[src/rtl/dacctl_consts.svh]
`ifndef DACCTL_CONSTS_SVH
`define DACCTL_CONSTS_SVH

`define DC_CH          16
`define DC_DW          14
`define DC_FULL_SCALE  14'h3FFF
`define DC_CLK_NS      50
`define DC_RESET_NS    270000
`define DC_RESET_CYC   (`DC_RESET_NS / `DC_CLK_NS)
`define DC_CLEAR16_NS  20000
`define DC_CLEAR8_NS   15000
`define DC_CLEAR_CYC   13'((`DC_CLEAR16_NS / `DC_CLK_NS) - 1)
`define DC_WORD_BITS   24
`define DC_W_READ      23
`define DC_W_SEL       22:21
`define DC_W_CH        19:16
`define DC_SEL_CLR     2'h0
`define DC_SEL_GAIN    2'h1
`define DC_SEL_OFS     2'h2
`define DC_SEL_DATA    2'h3
`define DC_OFS_CTRL    4'h0
`define DC_OFS_STATUS  4'h4
`define DC_OFS_CLRCODE 4'h8
`define DC_CTRL_PD     0
`define DC_CTRL_PULL   1
`define DC_IN_RST      0
`define DC_IN_CLR      1
`define DC_IN_LD       2
`define DC_IN_FS       3
`define DC_IN_SCK      4
`define DC_IN_DIN      5

`endif

[src/rtl/dacctl_pkg.sv]
`include "dacctl_consts.svh"
package dacctl_pkg;
    typedef logic [`DC_DW-1:0] dacctl_code_t;
    typedef logic [`DC_CH-1:0][`DC_DW-1:0] dacctl_bank_t;
    typedef enum logic [2:0] {DC_S_INIT, DC_S_RESET, DC_S_IDLE, DC_S_CALC,
                              DC_S_CLEAR} dacctl_state_e;
    typedef enum logic [1:0] {DC_C_IDLE, DC_C_ADD} dacctl_calc_e;
    typedef struct packed {
        dacctl_state_e state;
        logic [12:0]   cnt;
        logic [5:0]    sy1;
        logic [5:0]    sy2;
        logic [5:0]    sy3;
        logic          busy_n;
        logic          live;
        logic          hiz;
        logic          pull;
        logic [1:0]    ctrl;
        dacctl_code_t  clr_code;
        dacctl_bank_t  gain;
        dacctl_bank_t  offset;
        dacctl_bank_t  corrected_data_register;
        dacctl_bank_t  dac;
        logic [`DC_CH-1:0] dirty;
        logic          load_pend;
        logic          clr_pend;
        logic [`DC_WORD_BITS-1:0] sh_in;
        logic [4:0]    bits;
        logic [`DC_WORD_BITS-1:0] word;
        logic          word_vld;
        dacctl_code_t  rb;
        dacctl_code_t  sh_out;
        logic          dout;
        logic [3:0]    calc_ch;
        logic          av_wait;
        logic [31:0]   av_rdata;
    } dacctl_top_s;
    typedef struct packed {
        dacctl_calc_e  st;
        logic [28:0]   prod;
        dacctl_code_t  ofs;
        dacctl_code_t  res;
        logic          done;
    } dacctl_calc_s;
endpackage : dacctl_pkg

[src/rtl/dacctl_calc.sv]
`timescale 1ns/1ps
`include "dacctl_consts.svh"
module dacctl_calc (
    input  wire logic                 clk_sys_i,
    input  wire logic                 rst_i,
    input  wire logic                 start_i,
    input  wire dacctl_pkg::dacctl_code_t x1_i,
    input  wire dacctl_pkg::dacctl_code_t gain_i,
    input  wire dacctl_pkg::dacctl_code_t offset_i,
    output logic                      done_o,
    output dacctl_pkg::dacctl_code_t  result_o
);
    import dacctl_pkg::*;

    dacctl_calc_s c_q;
    dacctl_calc_s c_d;
    logic [15:0]  sum;

    // ----------------------------------------------
    // Corrected data: x1 * (gain + 1) / 2^14 + offset
    // ----------------------------------------------
    always_comb
    begin
        c_d = c_q;
        c_d.done = 1'b0;
        sum = 16'({1'b0, c_q.prod[28:14]}) + 16'(c_q.ofs);
        case (c_q.st)
            DC_C_IDLE:
            begin
                if (start_i)
                begin
                    c_d.prod = 29'(x1_i) * 29'({1'b0, gain_i} + 15'h0001);
                    c_d.ofs = offset_i;
                    c_d.st = DC_C_ADD;
                end
            end
            DC_C_ADD:
            begin
                // Saturate rather than wrap at full scale
                c_d.res = (sum > 16'(`DC_FULL_SCALE)) ? `DC_FULL_SCALE : sum[13:0];
                c_d.done = 1'b1;
                c_d.st = DC_C_IDLE;
            end
            default: c_d.st = DC_C_IDLE;
        endcase
    end

    always_ff @(posedge clk_sys_i or posedge rst_i)
    begin
        if (rst_i)
            c_q <= '0;
        else
            c_q <= c_d;
    end

    assign done_o = c_q.done;
    assign result_o = c_q.res;
endmodule : dacctl_calc

[src/rtl/dacctl_top.sv]
`timescale 1ns/1ps
`include "dacctl_consts.svh"
module dacctl_top #(
    parameter int RESET_CYCLES = `DC_RESET_CYC
) (
    input  wire logic                       clk_sys_i,
    input  wire logic                       rst_i,
    input  wire logic                       reset_n_i,
    input  wire logic                       clear_code_strobe_n_i,
    input  wire logic                       output_load_strobe_n_i,
    input  wire logic                       frame_n_i,
    input  wire logic                       sclk_i,
    input  wire logic                       din_i,
    output logic                            dout_o,
    output logic                            busy_n_o,
    output logic                            out_hiz_o,
    output logic                            out_pull_o,
    output logic                            pwr_down_o,
    output logic [`DC_CH*`DC_DW-1:0]        dac_code_o,
    input  wire logic [3:0]                 avs_address_i,
    input  wire logic                       avs_read_i,
    input  wire logic                       avs_write_i,
    input  wire logic [31:0]                avs_writedata_i,
    output logic [31:0]                     avs_readdata_o,
    output logic                            avs_waitrequest_o
);
    import dacctl_pkg::*;

    dacctl_top_s st_q;
    dacctl_top_s n;
    logic        resetting;
    logic        rst_fall;
    logic        clr_fall;
    logic        ld_fall;
    logic        frame;
    logic        sck_fall;
    logic        sck_rise;
    logic        fs_fall;
    logic        calc_start;
    logic        calc_done;
    dacctl_code_t calc_res;
    logic [3:0]  w_ch;

    function automatic logic fell(input logic prev, input logic now);
        return prev & ~now;
    endfunction : fell

    // ----------------------------------------------
    // Pin edges, seen only after the second sync stage
    // ----------------------------------------------
    assign resetting = (st_q.state == DC_S_INIT) || (st_q.state == DC_S_RESET);
    assign rst_fall  = fell(st_q.sy3[`DC_IN_RST], st_q.sy2[`DC_IN_RST]);
    assign clr_fall  = fell(st_q.sy3[`DC_IN_CLR], st_q.sy2[`DC_IN_CLR]);
    assign ld_fall   = fell(st_q.sy3[`DC_IN_LD], st_q.sy2[`DC_IN_LD]);
    assign fs_fall   = fell(st_q.sy3[`DC_IN_FS], st_q.sy2[`DC_IN_FS]);
    assign sck_fall  = fell(st_q.sy3[`DC_IN_SCK], st_q.sy2[`DC_IN_SCK]);
    assign sck_rise  = fell(st_q.sy2[`DC_IN_SCK], st_q.sy3[`DC_IN_SCK]);
    assign frame     = ~st_q.sy2[`DC_IN_FS];
    assign w_ch      = st_q.word[`DC_W_CH];

    dacctl_calc dacctl_calc_inst (
        .clk_sys_i (clk_sys_i),
        .rst_i     (rst_i),
        .start_i   (calc_start),
        .x1_i      (st_q.word[`DC_DW-1:0]),
        .gain_i    (st_q.gain[w_ch]),
        .offset_i  (st_q.offset[w_ch]),
        .done_o    (calc_done),
        .result_o  (calc_res)
    );

    always_comb
    begin
        n = st_q;
        calc_start = 1'b0;
        n.sy1 = {din_i, sclk_i, frame_n_i, output_load_strobe_n_i,
                 clear_code_strobe_n_i, reset_n_i};
        n.sy2 = st_q.sy1;
        n.sy3 = st_q.sy2;

        // ----------------------------------------------
        // Serial port, dead while resetting
        // ----------------------------------------------
        if (!resetting)
        begin
            // A frame may open on the same edge as the first clock rise
            if (fs_fall)
            begin
                n.bits = 5'h00;
                n.sh_out = st_q.rb;
            end
            if (frame && sck_rise)
            begin
                n.dout = n.sh_out[`DC_DW-1];
                n.sh_out = {n.sh_out[`DC_DW-2:0], 1'b0};
            end
            if (frame && sck_fall)
            begin
                n.sh_in = {st_q.sh_in[`DC_WORD_BITS-2:0], st_q.sy2[`DC_IN_DIN]};
                n.bits = st_q.bits + 5'h01;
            end
        end

        // ----------------------------------------------
        // Sequencer
        // ----------------------------------------------
        case (st_q.state)
            DC_S_INIT:
            begin
                n.gain = {`DC_CH{`DC_FULL_SCALE}};
                n.offset = '0;
                n.corrected_data_register = '0;
                n.dac = '0;
                n.dirty = '0;
                n.ctrl = 2'h0;
                n.clr_code = '0;
                n.load_pend = 1'b0;
                n.clr_pend = 1'b0;
                n.word_vld = 1'b0;
                n.bits = 5'h00;
                n.rb = '0;
                n.cnt = 13'(RESET_CYCLES - 2);
                n.state = DC_S_RESET;
            end
            DC_S_RESET:
            begin
                if (st_q.cnt == 13'h0000)
                    n.state = DC_S_IDLE;
                else
                    n.cnt = st_q.cnt - 13'h0001;
            end
            DC_S_IDLE:
            begin
                if (st_q.load_pend)
                begin
                    for (int i = 0; i < `DC_CH; i++)
                    begin
                        if (st_q.dirty[i])
                            n.dac[i] = st_q.corrected_data_register[i];
                    end
                    n.dirty = '0;
                    n.load_pend = 1'b0;
                    n.live = 1'b1;
                end
                else if (st_q.clr_pend)
                begin
                    n.dac = {`DC_CH{st_q.clr_code}};
                    n.live = 1'b1;
                    n.clr_pend = 1'b0;
                    n.cnt = `DC_CLEAR_CYC;
                    n.state = DC_S_CLEAR;
                end
                else if (st_q.word_vld)
                begin
                    n.word_vld = 1'b0;
                    if (st_q.word[`DC_W_READ])
                    begin
                        case (st_q.word[`DC_W_SEL])
                            `DC_SEL_CLR:  n.rb = st_q.clr_code;
                            `DC_SEL_GAIN: n.rb = st_q.gain[w_ch];
                            `DC_SEL_OFS:  n.rb = st_q.offset[w_ch];
                            default:      n.rb = st_q.corrected_data_register[w_ch];
                        endcase
                    end
                    else
                    begin
                        case (st_q.word[`DC_W_SEL])
                            `DC_SEL_CLR:  n.clr_code = st_q.word[`DC_DW-1:0];
                            `DC_SEL_GAIN: n.gain[w_ch] = st_q.word[`DC_DW-1:0];
                            `DC_SEL_OFS:  n.offset[w_ch] = st_q.word[`DC_DW-1:0];
                            default:
                            begin
                                calc_start = 1'b1;
                                n.calc_ch = w_ch;
                                n.state = DC_S_CALC;
                            end
                        endcase
                    end
                end
            end
            DC_S_CALC:
            begin
                if (calc_done)
                begin
                    n.corrected_data_register[st_q.calc_ch] = calc_res;
                    n.dirty[st_q.calc_ch] = 1'b1;
                    // Strobe held low fires a load right after busy rises
                    if (!st_q.sy2[`DC_IN_LD])
                        n.load_pend = 1'b1;
                    n.state = DC_S_IDLE;
                end
            end
            DC_S_CLEAR:
            begin
                if (st_q.cnt == 13'h0000)
                    n.state = DC_S_IDLE;
                else
                    n.cnt = st_q.cnt - 13'h0001;
            end
            default: n.state = DC_S_INIT;
        endcase

        // Events set after the case so a set beats a same-cycle clear
        if (!resetting)
        begin
            if (ld_fall)
                n.load_pend = 1'b1;
            if (clr_fall)
                n.clr_pend = 1'b1;
            if (frame && sck_fall && st_q.bits == 5'(`DC_WORD_BITS - 1))
            begin
                n.word = {st_q.sh_in[`DC_WORD_BITS-2:0], st_q.sy2[`DC_IN_DIN]};
                n.word_vld = 1'b1;
                n.bits = 5'h00;
            end
            if (rst_fall)
                n.state = DC_S_INIT;
        end

        // ----------------------------------------------
        // Avalon slave: one wait cycle, then accept
        // ----------------------------------------------
        if ((avs_read_i || avs_write_i) && st_q.av_wait)
        begin
            n.av_wait = 1'b0;
            case (avs_address_i)
                `DC_OFS_CTRL:    n.av_rdata = {30'h0, st_q.ctrl};
                `DC_OFS_STATUS:  n.av_rdata = {27'h0, st_q.live, st_q.load_pend,
                                               st_q.state == DC_S_CLEAR, resetting,
                                               st_q.busy_n};
                `DC_OFS_CLRCODE: n.av_rdata = {18'h0, st_q.clr_code};
                default:         n.av_rdata = 32'h0;
            endcase
        end
        else if (!st_q.av_wait)
        begin
            n.av_wait = 1'b1;
            // Writes during reset are dropped, the bus still completes
            if (avs_write_i && !resetting)
            begin
                if (avs_address_i == `DC_OFS_CTRL)
                    n.ctrl = avs_writedata_i[1:0];
                else if (avs_address_i == `DC_OFS_CLRCODE)
                    n.clr_code = avs_writedata_i[`DC_DW-1:0];
            end
        end

        n.busy_n = (n.state == DC_S_IDLE);
        n.hiz = !n.live || (n.ctrl[`DC_CTRL_PD] && !n.ctrl[`DC_CTRL_PULL]);
        n.pull = n.ctrl[`DC_CTRL_PD] && n.ctrl[`DC_CTRL_PULL];
    end

    always_ff @(posedge clk_sys_i or posedge rst_i)
    begin
        if (rst_i)
        begin
            st_q <= '0;
            st_q.av_wait <= 1'b1;
            st_q.hiz <= 1'b1;
        end
        else
        begin
            st_q <= n;
        end
    end

    assign busy_n_o = st_q.busy_n;
    assign dout_o = st_q.dout;
    assign out_hiz_o = st_q.hiz;
    assign out_pull_o = st_q.pull;
    assign pwr_down_o = st_q.ctrl[`DC_CTRL_PD];
    assign dac_code_o = st_q.dac;
    assign avs_readdata_o = st_q.av_rdata;
    assign avs_waitrequest_o = st_q.av_wait;

    // ----------------------------------------------
    // Checks
    // ----------------------------------------------
    logic [12:0] rst_age;

    always_ff @(posedge clk_sys_i or posedge rst_i)
    begin
        if (rst_i)
            rst_age <= 13'h0000;
        else if (resetting)
            rst_age <= rst_age + 13'h0001;
        else
            rst_age <= 13'h0000;
    end

    a_reset_defaults: assert property (
        @(posedge clk_sys_i) disable iff (rst_i)
        (st_q.state == DC_S_INIT) |=>
            (st_q.dac == '0) && (st_q.offset == '0) && (&st_q.gain) && (st_q.dirty == '0))
        else $error("reset did not restore defaults");

    a_reset_bound: assert property (
        @(posedge clk_sys_i) disable iff (rst_i)
        resetting |-> (rst_age < 13'(RESET_CYCLES)) && !busy_n_o)
        else $error("reset sequence too long or busy high");

    a_reset_level: assert property (
        @(posedge clk_sys_i) disable iff (rst_i)
        (st_q.state == DC_S_IDLE) && !st_q.sy2[`DC_IN_RST] && !st_q.sy3[`DC_IN_RST]
            |=> st_q.state != DC_S_INIT)
        else $error("reset level restarted the sequence");

    a_strobe_dropped: assert property (
        @(posedge clk_sys_i) disable iff (rst_i)
        (st_q.state == DC_S_RESET) |-> !st_q.load_pend && !st_q.word_vld)
        else $error("strobe or word kept during reset");

    a_clear_fill: assert property (
        @(posedge clk_sys_i) disable iff (rst_i)
        $rose(st_q.state == DC_S_CLEAR) |->
            (st_q.dac == {`DC_CH{$past(st_q.clr_code)}}) && !busy_n_o)
        else $error("clear code not loaded");

    a_clear_span: assert property (
        @(posedge clk_sys_i) disable iff (rst_i)
        $rose(st_q.state == DC_S_CLEAR) |-> ##[1:400] (st_q.state != DC_S_CLEAR))
        else $error("clear took too long");

    a_calc_busy: assert property (
        @(posedge clk_sys_i) disable iff (rst_i)
        (st_q.state == DC_S_CALC) |-> !busy_n_o ##1 (busy_n_o || st_q.state != DC_S_IDLE))
        else $error("busy high during calculation");

    a_strobe_kept: assert property (
        @(posedge clk_sys_i) disable iff (rst_i)
        (st_q.state == DC_S_CALC) && ld_fall && !rst_fall |=> st_q.load_pend)
        else $error("strobe during calculation lost");

    a_strobe_level: assert property (
        @(posedge clk_sys_i) disable iff (rst_i)
        (st_q.state == DC_S_CALC) && calc_done && !st_q.sy2[`DC_IN_LD] && !rst_fall
            |=> st_q.load_pend ##1 (st_q.dirty == '0))
        else $error("held strobe did not update");

    a_load_dirty: assert property (
        @(posedge clk_sys_i) disable iff (rst_i)
        (st_q.state == DC_S_IDLE) && st_q.load_pend |=>
            (st_q.dac[0] == $past(st_q.dirty[0] ? st_q.corrected_data_register[0]
                                                : st_q.dac[0])))
        else $error("load touched an unwritten channel");

    a_poweron_hiz: assert property (
        @(posedge clk_sys_i) disable iff (rst_i)
        !st_q.live |-> out_hiz_o && !st_q.dac[0][0])
        else $error("outputs driven before first update");

    a_pd_pull: assert property (
        @(posedge clk_sys_i) disable iff (rst_i)
        pwr_down_o |-> (out_pull_o == st_q.ctrl[`DC_CTRL_PULL]) && (out_hiz_o != out_pull_o))
        else $error("power-down output mode wrong");

    a_shift_in: assert property (
        @(posedge clk_sys_i) disable iff (rst_i)
        frame && sck_fall && !resetting |=> st_q.sh_in[0] == $past(st_q.sy2[`DC_IN_DIN]))
        else $error("serial bit not captured on falling clock");
endmodule : dacctl_top

[config.mk]
export PLATFORM = sky130hd
export DESIGN_NAME = dacctl_top
export DESIGN_NICKNAME = d
export VERILOG_FILES = /design/src/rtl/dacctl_pkg.sv /design/src/rtl/dacctl_calc.sv /design/src/rtl/dacctl_top.sv
export VERILOG_INCLUDE_DIRS = /design/src /design/src/rtl
export SDC_FILE = /design/constraint.sdc
export NUM_CORES = 2
export LEC_CHECK = 0
export BUFFER_PORTS_ARGS = -buffer_cell sky130_fd_sc_hd__buf_2
export CORE_MARGIN = 2
export CORE_UTILIZATION = 55
export CTS_CLUSTER_DIAMETER = 40
export DETAILED_ROUTE_END_ITERATION = 8
export PLACE_DENSITY = 0.73
export SETUP_SLACK_MARGIN = 0.15
export SYNTH_ARGS = -nofsm -noshare
export SYNTH_HDL_FRONTEND = slang
export SYNTH_SLANG_ARGS = --single-unit
[constraint.sdc]
create_clock -name clk_sys_i -period 53.8 [get_ports clk_sys_i]
set_input_delay 10.76 -clock clk_sys_i [delete_from_list [all_inputs] [get_ports clk_sys_i]]
set_output_delay 10.76 -clock clk_sys_i [all_outputs]
set_load 0.05 [all_outputs]
==> run_results.csv <==
group,metric,value,unit
outcome,status,"finished, final reports clean",
cts,clk_latency,0.76,ns
cts,cts_resized,0,
drt,first_pass_iters,6,
floorplan,die_area,0.111,mm^2
cts,cts_hold_buf,0,
floorplan,io_pins,308,
finish,fill_cells,8722,
timing,worst_slew_pin_slew,1.30,ns
global_routing,grt_max_degree,227,
global_routing,antenna_found_initial,15,
worst_setup_path,crit_slowest_cell,"buf_4",
worst_setup_path,reg2reg_to,"dacctl_calc_inst.c_q[56]",
global_routing,use_met2,47.6,%
logic_synthesis,ys.flop_type,"dfrtp_1",
drt,drt-vias-per-instance,6.30,
logic_synthesis,async_flop_share,100,%
worst_setup_path,arrival,14.25,ns
logic_synthesis,synth_top_area_cell,"dfrtp_1",
min_path,hp-start,"n[1064]",
timing,fin_crit,13.55,ns
logic_synthesis,netlist.area_leader.share,46.6,%
finish,design_area,0.0652,mm^2
drt,drt_first_iter_violations,5515,
worst_setup_path,critical_path_class,"input port to asynchronous set/reset pin",
cts,cts_max_level,4,
pwr,power_density,28.9,mW/mm^2
finish,fin_nets,6075,
pwr,switching_share,22.1,%
pwr,vdd_ir_drop_max,26.3,uV
logic_synthesis,synth_most_common_cell,"nand2_1",
worst_setup_path,critical_path_required,54.50,ns
pwr,p_switching,0.417,mW
worst_setup_path,cpPeakStageDelay,0.94,ns
timing,drv_slew,0,
logic_synthesis,synth_commonest_cells,"nand2_1, dfrtp_1, o21ai_0, clkbuf_1, a21oi_1",
cts,post_cts_buffers,0,
timing,fin_setup_tns,0,ns
worst_setup_path,path_cells,"buf_2 -> inv_8 -> buf_4 -> buf_4 -> buf_4",
floorplan,fp.coreArea,0.107,mm^2
logic_synthesis,synth_area,0.0595,mm^2
pwr,p_clk_share,54.3,%
worst_setup_path,start_kind,"input port",
pwr,pwr-share-seq,44.4,%
logic_synthesis,ys_types,82,
placement,gp_congestion,0.943,
finish,final-seq-area,0.0278,mm^2
worst_setup_path,crit_top_cell,"buf_4",
timing,fmax,0.0738,GHz
drt,drc,0,
global_routing,grt_pass1_vias,45325,
finish,multiInputGateArea,0.0272,mm^2
global_routing,gr-usage-met3,9.50,%
timing,hold_ws,0.324,ns
run,drv_cap,0,
timing,final.setup_skew,0.0504,ns
min_path,hold_depth,0,
logic_synthesis,yosysSeqAreaShare,46.7,%
logic_synthesis,syn_area_per_cell,10.1,um^2
cts,clk_pin_slew,0.06,ns
cts,numCtsBuffers,146,
worst_setup_path,path_buf_inv,5,
global_routing,grt_pass1_wl,274,mm
drt,wl_per_cell,24.5,um
cts,clock-sinks,1110,
drt,drt_wl_total,179,mm
placement,dpl_cell_area,0.0600,mm^2
global_routing,grt_busiest_layer,"met2",
floorplan,start_util,55.5,%
finish,drive_gt1_share,16.0,%
logic_synthesis,synth_edf_count,0,
timing,slew_headroom,13.5,%
logic_synthesis,ys_warn_count,0,
logic_synthesis,synthTopCellsByArea,"dfrtp_1, nand2_1, o21ai_0",
worst_setup_path,end_kind,"asynchronous set/reset pin",
timing,hold_violations,0,
cts,cts_root_buf,"clkbuf_16",
worst_setup_path,reg2reg_depth,24,
worst_setup_path,crit_family,"buffers and inverters",
global_routing,grt_overflow_total,0,
pwr,comb_power_share,1.3,%
placement,place.port_buffers,271,
timing,fin_ws,40.25,ns
min_path,hp-class,"flop to flop",
floorplan,die_y,333,um
worst_setup_path,r2r_slack,44.12,ns
cts,cts_tree,"yes",
finish,final_cells,7297,
floorplan,die_w,333,um
timing,finalSetupViolCount,0,
worst_setup_path,r2r-start,"st_q[83]",
logic_synthesis,synthCells,5894,
global_routing,grtUsageTotal,32.3,%
logic_synthesis,synth_seq_cells,1110,
drt,drtAntennaViolNets,0,
drt,routed-via-count,45964,
global_routing,grtUsageMet1,44.1,%
placement,dp.cells,7023,
floorplan,rows,120,
min_path,holdPathEnd,"n[1058]",
placement,hpwl,118,mm
finish,area_growth,9.63,%
placement,preCtsSetupSlack,39.34,ns
timing,rsz0062_at_grt,"no",
pwr,p_leak,30.1,nW
pwr,p_int,1.47,mW
worst_setup_path,cp_max_fo,137,
timing,fin_crit_sh,25.2,%
cts,cts.path.max_buffers,3,
registers in the layout, indices dropped and copies added (netlist names):
signal	flops
st_q	809
dac_code_o	224
dacctl_calc_inst.c_q	30
avs_readdata_o	14
dacctl_calc_inst.result_o	14
n	12
avs_waitrequest_o	1
busy_n_o	1
dacctl_calc_inst.done_o	1
dout_o	1
out_hiz_o	1
out_pull_o	1
pwr_down_o	1
power groups by stage:
| stage | Combinational [mW] | Sequential [mW] | Clock [mW] |
|---|---|---|---|
| 2_1_floorplan | 0.0179 | 0.853 | 0 |
| 3_3_place_gp | 0.0252 | 0.851 | 0 |
| 3_5_place_dp | 0.0254 | 0.851 | 0 |
| 4_1_cts | 0.0254 | 0.837 | 1.03 |
| 5_1_grt | 0.0284 | 0.836 | 1.07 |
| 6_report | 0.0247 | 0.837 | 1.02 |
cell families after synthesis:
logic type / synth area share [%]
buffers and inverters: 8.03
multiplexers: 9.84
flip-flops: 46.7
XOR/XNOR: 0.661
other: 0.00631
AO/OA/AOI/OAI: 13.8
adder cells (fa/ha/maj): 7.44
AND/OR/NAND/NOR: 13.5
metal layers:
layer  wire length [um]  part of all wire, %
met1              69700                   39
met2              79400                   44
met3              20300                   11
met4               9060                  5.1
met5                 74                0.041
cell usage in the layout, fill, tap and decap left out, types with 18 or more instances in the layout:
cell / instances
a21oi_1: 289
a22oi_1: 18
and2_1: 98
buf_2: 271
buf_4: 135
clkbuf_1: 19
clkbuf_16: 154
clkbuf_8: 21
conb_1: 18
dfrtp_1: 1103
fa_1: 153
ha_1: 108
inv_1: 209
mux2_2: 50
mux4_1: 60
mux4_2: 161
nand2_1: 1229
nand3_1: 30
nor2_1: 124
nor2b_1: 241
nor3_1: 27
o21ai_0: 751
o21ai_1: 51
o21ai_2: 31
o31ai_1: 229
xnor2_1: 24
cell type report:
| class | instances | share of cell area, % |
|---|---|---|
| multi-input combinational | 3890 | 41.7 |
| tap | 1403 | 2.69 |
| clock inverter | 75 | 1.50 |
| clock buffer | 194 | 6.47 |
| sequential | 1110 | 42.6 |
| inverter | 211 | 1.23 |
| timing repair buffer | 409 | 3.73 |
| antenna | 5 | 0.0192 |
how the worst max path moves through the flow:
stage | start | to | slack [ns] | cells after the start
2_1_floorplan | rst_i | avs_readdata_o[0] | 11.79 | 1
3_3_place_gp | rst_i | st_q[869] | 39.33 | 5
3_5_place_dp | rst_i | st_q[868] | 39.34 | 5
4_1_cts | rst_i | st_q[878] | 40.12 | 5
5_1_grt | rst_i | st_q[878] | 39.60 | 5
6_report | rst_i | st_q[907] | 40.25 | 5
stage by stage:
stage          utilization [%]  total power, mW
2_1_floorplan                -            0.871
3_3_place_gp              55.9            0.877
3_5_place_dp              55.9            0.877
4_1_cts                   60.8             1.89
5_1_grt                   60.8             1.93
6_report                  60.8             1.89
(Power assumes the default switching activity.)
